## src/rtl/ubg_defs.svh

```systemverilog
/*
 * Constants of the baudrate generator and autobaud detector: field widths,
 * divide factors, reload values, mode codes and detection characters.
 * Assumes inclusion by bare name from rtl/ and a single clock domain.
 */
// Operation
// Fractional prescale gives n/512 of module clock
// Reload value is unsigned 13-bit, up to 8191
// Sync mode timer output is four times baudrate
// Sync baud is clock/8 or clock/12 per reload
// Detector finds format and one of nine rates
// Detector only matches its nine fixed rates
// Detector times frames with prescaler ticks only
// Success writes mode and reload, receive ready
// Software sets prescaler and run before enable
// Only "at" or "AT" pairs are accepted
// Five frame formats accepted and identified
// Prescaler preset; reload loaded on detection
// Detection works with fixed /2 or /3 prescale
// Software sets prescaler output to 11.0592 MHz
// Slots 0-4: factors 48..576, reloads 2..35
// Slots 5-8: factors 1152..9216, reloads 71..575
// Success writes mode code and odd-parity bit
// Fraction zero means divide ratio one
// Timer counts down, pulses and reloads on underflow
// Failed attempt leaves mode and reload untouched
`ifndef UBG_DEFS_SVH
`define UBG_DEFS_SVH

`define UBG_RX_BITS       9
`define UBG_ASYNC_DIV     4'hF
`define UBG_SYNC_DIV      4'h3
`define UBG_FIX2_LAST     2'h1
`define UBG_FIX3_LAST     2'h2
`define UBG_GAP_BITS      5'h10
`define UBG_DF0  18'h00030
`define UBG_DF1  18'h00060
`define UBG_DF2  18'h000C0
`define UBG_DF3  18'h00120
`define UBG_DF4  18'h00240
`define UBG_DF5  18'h00480
`define UBG_DF6  18'h00900
`define UBG_DF7  18'h01200
`define UBG_DF8  18'h02400

`define UBG_MODE_7P      3'h3
`define UBG_MODE_8P      3'h7
`define UBG_MODE_8N      3'h1
`define UBG_MODE_RESET   3'h0
`define UBG_RELOAD_RESET 13'h0000

`define UBG_CHR_A_LO 8'h61
`define UBG_CHR_T_LO 8'h74
`define UBG_CHR_A_UP 8'h41
`define UBG_CHR_T_UP 8'h54

`endif

```

## src/rtl/ubg_pkg.sv

```systemverilog
/*
 * Types shared by the baudrate generator modules.
 * Assumes ubg_defs.svh is available on the include path.
 */
package ubg_pkg;

    // Detector states
    typedef enum logic [3:0] {
        UBG_D_OFF   = 4'h0,
        UBG_D_IDLE  = 4'h1,
        UBG_D_HUNT  = 4'h2,
        UBG_D_START = 4'h3,
        UBG_D_BITS1 = 4'h4,
        UBG_D_GAP   = 4'h5,
        UBG_D_BITS2 = 4'h6,
        UBG_D_CHECK = 4'h7,
        UBG_D_DONE  = 4'h8
    } ubg_dstate_t;

    // Detected frame formats
    typedef enum logic [2:0] {
        UBG_F_7E = 3'h0,
        UBG_F_7O = 3'h1,
        UBG_F_8E = 3'h2,
        UBG_F_8O = 3'h3,
        UBG_F_8N = 3'h4
    } ubg_fmt_t;

endpackage : ubg_pkg

```

## src/rtl/ubg_pre_if.sv

```systemverilog
/*
 * Interface between the generator core and its input prescaler.
 * Assumes both ends run on the same clock.
 */
`timescale 1ns/10ps
`default_nettype none

interface ubg_pre_if;
    logic       frac_sel;
    logic       fixed_sel;
    logic       sync_mode;
    logic       run;
    logic [8:0] fraction;
    logic       div_tick;

    modport pre  (input frac_sel, fixed_sel, sync_mode, run, fraction,
                  output div_tick);
    modport core (output frac_sel, fixed_sel, sync_mode, run, fraction,
                  input div_tick);
endinterface : ubg_pre_if

`default_nettype wire

```

## src/rtl/ubg_prescale.sv

```systemverilog
/*
 * Input prescaler: fractional n/512 divider or fixed /2, /3 divider,
 * giving one div_tick pulse per prescaler output period.
 * Assumes an asynchronous active-low reset from the parent.
 */
`timescale 1ns/10ps
`default_nettype none

`include "ubg_defs.svh"

module ubg_prescale
    import ubg_pkg::*;
(
    // Clock and reset
    input  wire logic clk,
    input  wire logic rst_n,
    // Link to the core
    ubg_pre_if.pre    pre
);

    logic [8:0] acc;
    logic [8:0] next_acc;
    logic [1:0] fix;
    logic [1:0] next_fix;
    logic       tick;
    logic       next_tick;

    // -------
    // Divider next state
    // -------
    always_comb
    begin
        logic [9:0] sum;
        logic [1:0] last;
        sum       = {1'b0, acc} + {1'b0, pre.fraction};
        last      = pre.fixed_sel ? `UBG_FIX3_LAST : `UBG_FIX2_LAST;
        next_acc  = acc;
        next_fix  = fix;
        next_tick = 1'b0;
        if (!pre.run)
        begin
            next_acc = 9'h000;
            next_fix = 2'h0;
        end
        else if (pre.frac_sel && !pre.sync_mode)
        begin
            // Zero fraction passes every clock, else carry out
            if (pre.fraction == 9'h000)
                next_tick = 1'b1;
            else
            begin
                next_acc  = sum[8:0];
                next_tick = sum[9];
            end
        end
        else
        begin
            // Fixed /2 or /3, always so in synchronous mode
            next_tick = (fix == last);
            next_fix  = (fix == last) ? 2'h0 : fix + 2'h1;
        end
    end

    // Divider registers
    always_ff @(posedge clk or negedge rst_n)
    begin
        if (!rst_n)
        begin
            acc  <= 9'h000;
            fix  <= 2'h0;
            tick <= 1'b0;
        end
        else
        begin
            acc  <= next_acc;
            fix  <= next_fix;
            tick <= next_tick;
        end
    end

    assign pre.div_tick = tick;

endmodule : ubg_prescale

`default_nettype wire

```

## src/rtl/ubg_top.sv

```systemverilog
/*
 * Baudrate generator with autobaud detection.
 * Assumes configuration ports are driven on clk; rxd is asynchronous.
 */
`timescale 1ns/10ps
`default_nettype none

`include "ubg_defs.svh"

module ubg_top
    import ubg_pkg::*;
(
    // Clock and reset
    input  wire logic        clk,
    input  wire logic        arst_n,
    // Prescaler configuration
    input  wire logic        fractional_prescale_select,
    input  wire logic        fixed_prescale_select,
    input  wire logic [8:0]  fraction_value,
    input  wire logic        baud_run_bit,
    input  wire logic        sync_mode,
    // Software writes of reload and mode
    input  wire logic        reload_wr,
    input  wire logic [12:0] reload_wdata,
    input  wire logic        mode_wr,
    input  wire logic [2:0]  mode_wdata,
    input  wire logic        parity_wdata,
    // Detection control and serial input
    input  wire logic        detect_enable_bit,
    input  wire logic        rxd,
    // Generator outputs
    output logic [12:0]      baud_reload_value,
    output logic [12:0]      baud_timer_value,
    output logic             sample_tick,
    output logic             bit_rate_tick,
    // Detection results
    output logic [2:0]       frame_format_field,
    output logic             parity_polarity_bit,
    output logic [3:0]       rate_slot,
    output logic             detect_busy,
    output logic             detect_done
);

    // -------
    // Reset release and receive pin synchroniser
    // -------
    logic rst_m;
    logic rst_n;
    logic rx_m;
    logic rx;

    always_ff @(posedge clk or negedge arst_n)
    begin
        if (!arst_n)
        begin
            rst_m <= 1'b0;
            rst_n <= 1'b0;
        end
        else
        begin
            rst_m <= 1'b1;
            rst_n <= rst_m;
        end
    end

    // Two stages before any logic sees the pin
    always_ff @(posedge clk or negedge rst_n)
    begin
        if (!rst_n)
        begin
            rx_m <= 1'b1;
            rx   <= 1'b1;
        end
        else
        begin
            rx_m <= rxd;
            rx   <= rx_m;
        end
    end

    // -------
    // Prescaler
    // -------
    ubg_pre_if pre_if ();

    assign pre_if.frac_sel  = fractional_prescale_select;
    assign pre_if.fixed_sel = fixed_prescale_select;
    assign pre_if.sync_mode = sync_mode;
    assign pre_if.run       = baud_run_bit;
    assign pre_if.fraction  = fraction_value;

    ubg_prescale u_pre (
        .clk   (clk),
        .rst_n (rst_n),
        .pre   (pre_if.pre)
    );

    wire logic div_tick = pre_if.div_tick;

    // -------
    // Lookup functions
    // -------
    function automatic logic [17:0] df_of(input logic [3:0] s);
        case (s)
            4'h0:    df_of = `UBG_DF0;
            4'h1:    df_of = `UBG_DF1;
            4'h2:    df_of = `UBG_DF2;
            4'h3:    df_of = `UBG_DF3;
            4'h4:    df_of = `UBG_DF4;
            4'h5:    df_of = `UBG_DF5;
            4'h6:    df_of = `UBG_DF6;
            4'h7:    df_of = `UBG_DF7;
            default: df_of = `UBG_DF8;
        endcase
    endfunction : df_of

    // Reload is a sixteenth of the factor, less one
    function automatic logic [12:0] rl_of(input logic [3:0] s);
        logic [17:0] d;
        d     = df_of(s);
        rl_of = d[16:4] - 13'h0001;            // see R15
    endfunction : rl_of

    // Nearest of nine slots; 4'hF when the width fits none
    function automatic logic [3:0] slot_of(input logic [17:0] w);
        logic [3:0]  s;
        logic [17:0] hi;
        s = 4'hF;
        if (w >= (`UBG_DF0 >> 1))
        begin
            for (int i = 8; i >= 0; i--)
            begin
                if (i == 8)
                    hi = `UBG_DF8 + (`UBG_DF8 >> 1);
                else
                    hi = (df_of(4'(i)) + df_of(4'(i + 1))) >> 1;
                if (w < hi)
                    s = 4'(i);
            end
        end
        slot_of = s;
    endfunction : slot_of

    // Expected nine bits after the start bit, first bit in bit 0
    function automatic logic [8:0] expect9(input ubg_fmt_t f,
                                           input logic [7:0] c);
        case (f)
            UBG_F_7E: expect9 = {1'b1, ^c[6:0], c[6:0]};
            UBG_F_7O: expect9 = {1'b1, ~^c[6:0], c[6:0]};
            UBG_F_8E: expect9 = {^c, c};
            UBG_F_8O: expect9 = {~^c, c};
            default:  expect9 = {1'b1, c};
        endcase
    endfunction : expect9

    // -------
    // Autobaud detector
    // -------
    ubg_dstate_t st;
    ubg_dstate_t next_st;
    logic [17:0] cnt;
    logic [17:0] next_cnt;
    logic [17:0] wait_n;
    logic [17:0] next_wait_n;
    logic [3:0]  nbit;
    logic [3:0]  next_nbit;
    logic [3:0]  slot;
    logic [3:0]  next_slot;
    logic [8:0]  sr1;
    logic [8:0]  next_sr1;
    logic [8:0]  sr2;
    logic [8:0]  next_sr2;
    logic        seen_hi;
    logic        next_seen_hi;
    logic        hit;
    logic        next_hit;
    logic [2:0]  hit_mode;
    logic [2:0]  next_hit_mode;
    logic        hit_odd;
    logic        next_hit_odd;
    logic        next_busy;

    // Detector next state, timed by prescaler ticks alone
    always_comb
    begin
        logic [3:0] s;
        logic       lo_ok;
        logic       up_ok;
        next_st       = st;
        next_cnt      = cnt;
        next_wait_n   = wait_n;
        next_nbit     = nbit;
        next_slot     = slot;
        next_sr1      = sr1;
        next_sr2      = sr2;
        next_seen_hi  = seen_hi;
        next_hit      = 1'b0;
        next_hit_mode = `UBG_MODE_8N;
        next_hit_odd  = 1'b0;
        s             = slot_of(cnt);
        lo_ok         = 1'b0;
        up_ok         = 1'b0;
        case (st)
            UBG_D_OFF:
                if (detect_enable_bit)
                    next_st = UBG_D_IDLE;
            UBG_D_IDLE:
                if (rx)
                    next_st = UBG_D_HUNT;
            UBG_D_HUNT:
                if (!rx)
                begin
                    next_cnt = 18'h00000;
                    next_st  = UBG_D_START;
                end
            UBG_D_START:
            begin
                // Start bit width gives the rate; bit 0 is high
                if (div_tick)
                    next_cnt = cnt + 18'h00001;
                if (rx)
                begin
                    next_slot   = s;
                    next_cnt    = 18'h00000;
                    next_wait_n = df_of(s) >> 1;
                    next_nbit   = 4'h0;
                    next_st     = (s == 4'hF) ? UBG_D_IDLE
                                              : UBG_D_BITS1;
                end
                else if (cnt > `UBG_DF8 + (`UBG_DF8 >> 1))
                    next_st = UBG_D_IDLE;
            end
            UBG_D_BITS1,
            UBG_D_BITS2:
            begin
                // Sample each bit at its middle
                if (div_tick)
                    next_cnt = cnt + 18'h00001;
                if (div_tick && (cnt + 18'h00001 >= wait_n))
                begin
                    next_cnt    = 18'h00000;
                    next_wait_n = df_of(slot);
                    next_nbit   = nbit + 4'h1;
                    if (st == UBG_D_BITS1)
                        next_sr1 = {rx, sr1[8:1]};
                    else
                        next_sr2 = {rx, sr2[8:1]};
                    if (nbit == 4'(`UBG_RX_BITS - 1))
                    begin
                        next_seen_hi = 1'b0;
                        next_st = (st == UBG_D_BITS1) ? UBG_D_GAP
                                                      : UBG_D_CHECK;
                    end
                end
            end
            UBG_D_GAP:
            begin
                // Stop bit, then start of the second character
                if (div_tick)
                    next_cnt = cnt + 18'h00001;
                if (rx)
                    next_seen_hi = 1'b1;
                if (seen_hi && !rx)
                begin
                    next_cnt    = 18'h00000;
                    next_wait_n = df_of(slot) + (df_of(slot) >> 1);
                    next_nbit   = 4'h0;
                    next_st     = UBG_D_BITS2;
                end
                else if (cnt >= df_of(slot) * `UBG_GAP_BITS)
                    next_st = UBG_D_IDLE;
            end
            UBG_D_CHECK:
            begin
                // Lowest-numbered matching format wins; pairs must share case
                next_st = UBG_D_IDLE;
                for (int f = 4; f >= 0; f--)
                begin
                    lo_ok = (sr1 == expect9(ubg_fmt_t'(f), `UBG_CHR_A_LO))
                         && (sr2 == expect9(ubg_fmt_t'(f), `UBG_CHR_T_LO));
                    up_ok = (sr1 == expect9(ubg_fmt_t'(f), `UBG_CHR_A_UP))
                         && (sr2 == expect9(ubg_fmt_t'(f), `UBG_CHR_T_UP));
                    if (lo_ok || up_ok)        // see R10
                    begin
                        next_hit      = 1'b1;
                        next_st       = UBG_D_DONE;
                        next_hit_mode = (f < 2) ? `UBG_MODE_7P
                                      : (f < 4) ? `UBG_MODE_8P
                                                : `UBG_MODE_8N;
                        next_hit_odd  = (f == 1) || (f == 3);
                    end
                end
            end
            UBG_D_DONE:
                ;
            default:
                next_st = UBG_D_OFF;
        endcase
        if (!detect_enable_bit)
            next_st = UBG_D_OFF;
        next_busy = (next_st != UBG_D_OFF) && (next_st != UBG_D_DONE);
    end

    // Detector registers
    always_ff @(posedge clk or negedge rst_n)
    begin
        if (!rst_n)
        begin
            st          <= UBG_D_OFF;
            cnt         <= 18'h00000;
            wait_n      <= 18'h00000;
            nbit        <= 4'h0;
            slot        <= 4'h0;
            sr1         <= 9'h000;
            sr2         <= 9'h000;
            seen_hi     <= 1'b0;
            hit         <= 1'b0;
            hit_mode    <= `UBG_MODE_8N;
            hit_odd     <= 1'b0;
            detect_busy <= 1'b0;
        end
        else
        begin
            st          <= next_st;
            cnt         <= next_cnt;
            wait_n      <= next_wait_n;
            nbit        <= next_nbit;
            slot        <= next_slot;
            sr1         <= next_sr1;
            sr2         <= next_sr2;
            seen_hi     <= next_seen_hi;
            hit         <= next_hit;
            hit_mode    <= next_hit_mode;
            hit_odd     <= next_hit_odd;
            detect_busy <= next_busy;
        end
    end

    // -------
    // Reload, mode and baud timer
    // -------
    logic [12:0] next_reload;
    logic [12:0] next_timer;
    logic [2:0]  next_mode;
    logic        next_odd;
    logic [3:0]  next_rslot;
    logic [3:0]  bdiv;
    logic [3:0]  next_bdiv;
    logic        next_sample;
    logic        next_bit;
    logic        next_done;

    // Generator next state
    always_comb
    begin
        logic [3:0] last;
        last        = sync_mode ? `UBG_SYNC_DIV : `UBG_ASYNC_DIV;
        next_reload = baud_reload_value;
        next_mode   = frame_format_field;
        next_odd    = parity_polarity_bit;
        next_rslot  = rate_slot;
        next_done   = 1'b0;
        next_timer  = baud_timer_value;
        next_bdiv   = bdiv;
        next_sample = 1'b0;
        next_bit    = 1'b0;
        if (reload_wr)
            next_reload = reload_wdata;
        if (mode_wr)
        begin
            next_mode = mode_wdata;
            next_odd  = parity_wdata;
        end
        // Detection result overrides a same-cycle software write
        if (hit)                               // see R8
        begin
            next_reload = rl_of(slot);
            next_mode   = hit_mode;
            next_odd    = hit_odd;
            next_rslot  = slot;
            next_done   = 1'b1;
        end
        if (!baud_run_bit)
        begin
            // Stopped: timer follows reload, loads on restart
            next_timer = next_reload;
            next_bdiv  = 4'h0;
        end
        else if (reload_wr || hit)
            next_timer = next_reload;
        else if (div_tick)
        begin
            if (baud_timer_value == 13'h0000)
            begin
                next_timer  = baud_reload_value;
                next_sample = 1'b1;
                next_bdiv   = (bdiv >= last) ? 4'h0 : bdiv + 4'h1;
                next_bit    = (bdiv >= last);  // see R3
            end
            else
                next_timer = baud_timer_value - 13'h0001;
        end
    end

    // Generator registers
    always_ff @(posedge clk or negedge rst_n)
    begin
        if (!rst_n)
        begin
            baud_reload_value   <= `UBG_RELOAD_RESET;
            baud_timer_value    <= `UBG_RELOAD_RESET;
            frame_format_field  <= `UBG_MODE_RESET;
            parity_polarity_bit <= 1'b0;
            rate_slot           <= 4'h0;
            bdiv                <= 4'h0;
            sample_tick         <= 1'b0;
            bit_rate_tick       <= 1'b0;
            detect_done         <= 1'b0;
        end
        else
        begin
            baud_reload_value   <= next_reload;
            baud_timer_value    <= next_timer;
            frame_format_field  <= next_mode;
            parity_polarity_bit <= next_odd;
            rate_slot           <= next_rslot;
            bdiv                <= next_bdiv;
            sample_tick         <= next_sample;
            bit_rate_tick       <= next_bit;
            detect_done         <= next_done;
        end
    end

endmodule : ubg_top

`default_nettype wire

```

## config.mk

```make
export PLATFORM = sky130hd
export DESIGN_NAME = ubg_top
export DESIGN_NICKNAME = d
export VERILOG_FILES = /design/src/rtl/ubg_pkg.sv /design/src/rtl/ubg_pre_if.sv /design/src/rtl/ubg_prescale.sv /design/src/rtl/ubg_top.sv
export VERILOG_INCLUDE_DIRS = /design/src /design/src/rtl
export SDC_FILE = /design/constraint.sdc
export NUM_CORES = 1
export LEC_CHECK = 0
export BUFFER_PORTS_ARGS = -buffer_cell sky130_fd_sc_hd__buf_2
export CAP_MARGIN = 30
export CORE_MARGIN = 2
export CORE_UTILIZATION = 49
export CTS_CLUSTER_SIZE = 24
export DETAILED_ROUTE_END_ITERATION = 10
export PLACE_DENSITY = 0.76
export RECOVER_POWER = 50
export SETUP_SLACK_MARGIN = 0.5
export SLEW_MARGIN = 40
export SYNTH_ARGS = -nofsm -noshare
export SYNTH_HDL_FRONTEND = slang
export SYNTH_SLANG_ARGS = --single-unit
```

## constraint.sdc

```tcl
create_clock -name clk -period 5.1 [get_ports clk]
set_input_delay 1.275 -clock clk [delete_from_list [all_inputs] [get_ports clk]]
set_output_delay 1.275 -clock clk [all_outputs]
set_load 0.02 [all_outputs]
```

==> flow_summary.toml <==
[outcome]
status = "finished with violations"
failed_checks = "max-capacitance violations, max-slew violations"

[yosys]
synth-adder-area-share_pct = 10.9
syn-cell-area_um2 = 8530
synth_top_area_share_pct = 35.5
netlist_instances = 922
yosys.area_share.simple_pct = 17.9
synthXorXnorAreaFrac_pct = 3.80
synth_cell_type_count = 84
synth_compound_area_share_pct = 18.6
synth-edff-count = 0
synth-seq-cells = 123
yosys.cell_count.top_type = "dfrtp_1"
synth_top_family_by_area = "compound AO/OA/AOI/OAI gates"
seq_area_frac_synth_pct = 36.1
synthMuxAreaShare_pct = 7.61
synthArstFlopShare_pct = 100
syn-num-nets = 1031
synth-main-ff-cell = "dfrtp_1"
synth_area_leaders = "dfrtp_1, ha_1, mux2_2, a21oi_1, mux2i_1"
avgSynthCellArea_um2 = 9.26
netlist_top_cells_count = "dfrtp_1, nand2_1, ha_1"
yosysWarningCount = 0
yosys.area.top_type = "dfrtp_1"

[place]
portBuffers = 73
dp_cells = 1181
place_ws_ps = 776
gp_congestion = 0.902
hpwl_um = 15000

[power]
p_comb_share_pct = 24.7
total_power_mw = 3.04
p_sw_uw = 1000
swShare_pct = 32.9
internal_power_mw = 2.04
clkPwrFrac_pct = 37.7
pwr-share-seq_pct = 37.6
p_leak_nw = 4.50
vdd_ir_drop_max_mv = 0.245
power_density_nw_per_um2 = 315

[drt]
drc_errors = 0
post_drt_wl_per_cell_um = 16.8
drtIter0Drc = 551
postRouteWirelength_um = 20400
detailedRoute.firstPassIterationCount = 5
vias = 7201
drtAntennaViolNets = 0
viasPerCell = 5.92

[timing]
slew_headroom_pct = -57.7
layout_min_cycle_time_ps = 4150
finalSetupViolCount = 0
final.setup.worst_slack_ps = 945
hold-worst-slack_ps = 350
tightest_slew_ps = 2370
max_freq_mhz = 241
rsz0062_at_grt = "no"
hold_viol = 0
skew_ps = 9.47
setup_tns_ps = 0
drv_slew = 164
period_share_pct = 81.5

[cells_and_area]
finalNetCount = 1088
syn2layout_area_growth_pct = 12.9
drive_above_1_share_pct = 17.0
instances_no_fill = 1217
fillers = 1514
antenna_cells = 0

[setup_path]
startpoint = "cnt[0]"
path_delay_family = "simple AND/OR/NAND/NOR gates"
cp-endpoint = "sr1[7]"
r2r-start = "cnt[0]"
crit_arrival_ps = 4470
max_stage_delay_ps = 450
cp-end-kind = "register"
path_cells = "ha_1 > nand4_1 > or2_2 > nor2_1 > and3_1 > nand3_1 > xnor2_1 > ha_1 > nand2_1 > nor3_1 > o31ai_1 > o21ai_0 > buf_4 > o311ai_2 > nand2b_2 > mux2_2"
critical_path_required_ps = 5410
r2r_cells = 16
crit_top_cell = "ha_1"
critPathKind = "register to register"
cp.buffers_inverters = 1
worst-path-stages = 16
worstReg2RegEnd = "sr1[7]"
startpoint_type = "register"
ff2ff_setup_slack_ps = 950
worst-path-max-fanout = 9
critPathSlowestCell = "dfrtp_1"

[floorplan]
die_area_um2 = 18500
die_h_um = 136
core_area_um2 = 17200
ios = 74
die_x_um = 136
rows = 48
initial_core_util_pct = 49.7

[global_route]
grt.overflow.total = 0
grt_max_degree = 45
grt_antenna_before_repair = 0
grt_pass1_vias = 7049
grt_pass1_wl_um = 34200
grt_use_total_pct = 23.2

[clock_network]
ctsHoldBuffers = 0
path_clk_slew_ps = 60
cts_root_buf = "clkbuf_16"
clock_latency_ps = 420
h-tree-depth = 4
cts_sinks = 123
cts_buffers = 17
clockBufferDepth = 2
tritoncts = "done"

[job]
max_cap_violations = 4

[hold_path]
worstHoldPathType = "register to register"
whs_path_depth = 0
## metrics by stage
stage | util (%) | cell area (um^2)
after floorplan | - | 8530
after global placement | 52.5 | 9020
after detailed placement | 52.7 | 9050
after CTS | 56.0 | 9610
after global routing | 56.1 | 9630
final | 56.1 | 9630
## cell usage in the layout, fill, tap and decap left out, drive strengths merged, types with 20 or more instances in the layout
cell type,netlist,routed
a21oi,63,63
buf,22,80
clkbuf,25,23
dfrtp,121,121
ha,71,71
inv,56,57
mux2,31,31
mux2i,30,30
nand2,80,80
nand3,36,36
nor2,52,52
nor2b,22,22
nor3,20,20
o21ai,56,56
xnor2,27,27
## timing repair
action / 4_1_cts / 5_1_grt
buffers inserted: 0 / 4
resized for setup: 0 / 2
setup endpoints to repair: 0 / 26
## worst min-delay path by stage
| stage | startpoint | endpoint | slack, ps |
|---|---|---|---|
| 6_report | rst_m | rst_n | 350 |
| 5_1_grt | rst_m | rst_n | 360 |
| 4_1_cts | rst_n | u_pre.acc[3] | 330 |
| 3_5_place_dp | rst_n | u_pre.acc[3] | 320 |
| 3_3_place_gp | rst_m | rst_n | 340 |
| 2_1_floorplan | rst_m | rst_n | 330 |
## cell families after synthesis
logic type      Yosys count
mux                      61
compound gates          236
buf+inv                 103
xor+xnor                 37
simple gates            288
fa+ha+maj                73
other cells               1
flops                   123
## sequential cells by signal, indices dropped and copies added (netlist names), 9 cells and up
signal / cells
baud_timer_value: 13
sr1: 9
sr2: 9
u_pre.acc: 9
wait_n: 12
cnt: 18
baud_reload_value: 13
## power groups by stage
stage	registers (mW)	clock network, mW	logic [mW]
global route	1.15	1.20	0.845
global placement	1.16	0	0.705
floorplan	1.16	0	0.533
finish	1.14	1.14	0.750
CTS	1.14	1.16	0.745
detailed placement	1.16	0	0.738
## worst reg2reg max path: cells and delay by family, from the launching register on
kind	cells	cell delay (ps)
adder cells (fa/ha/maj)	2	630
AO/OA/AOI/OAI	3	630
buffers and inverters	1	170
flip-flops	1	450
AND/OR/NAND/NOR	8	1640
multiplexers	1	370
XOR/XNOR	1	160
## area by class of cell
| cell class | instances | area (um^2) | share of cell area, % |
|---|---|---|---|
| Inverter | 56 | 210 | 2.18 |
| Sequential cell | 123 | 3080 | 32.0 |
| Tap cell | 225 | 282 | 2.92 |
| Multi-Input combinational cell | 696 | 5040 | 52.4 |
| Timing Repair Buffer | 85 | 454 | 4.72 |
| Clock buffer | 18 | 439 | 4.56 |
| Clock inverter | 14 | 124 | 1.29 |
## metal layers
layer / vias up / global-route usage, % / part of all wire [%]
met5: - / 0 / 0
met3: 31 / 4.55 / 5.3
li1: 3456 / - / -
met4: 0 / 7.87 / 1.8
met1: 3483 / 30.9 / 46
met2: 231 / 37.8 / 47
Note: power is estimated with default switching activity, not from simulation.
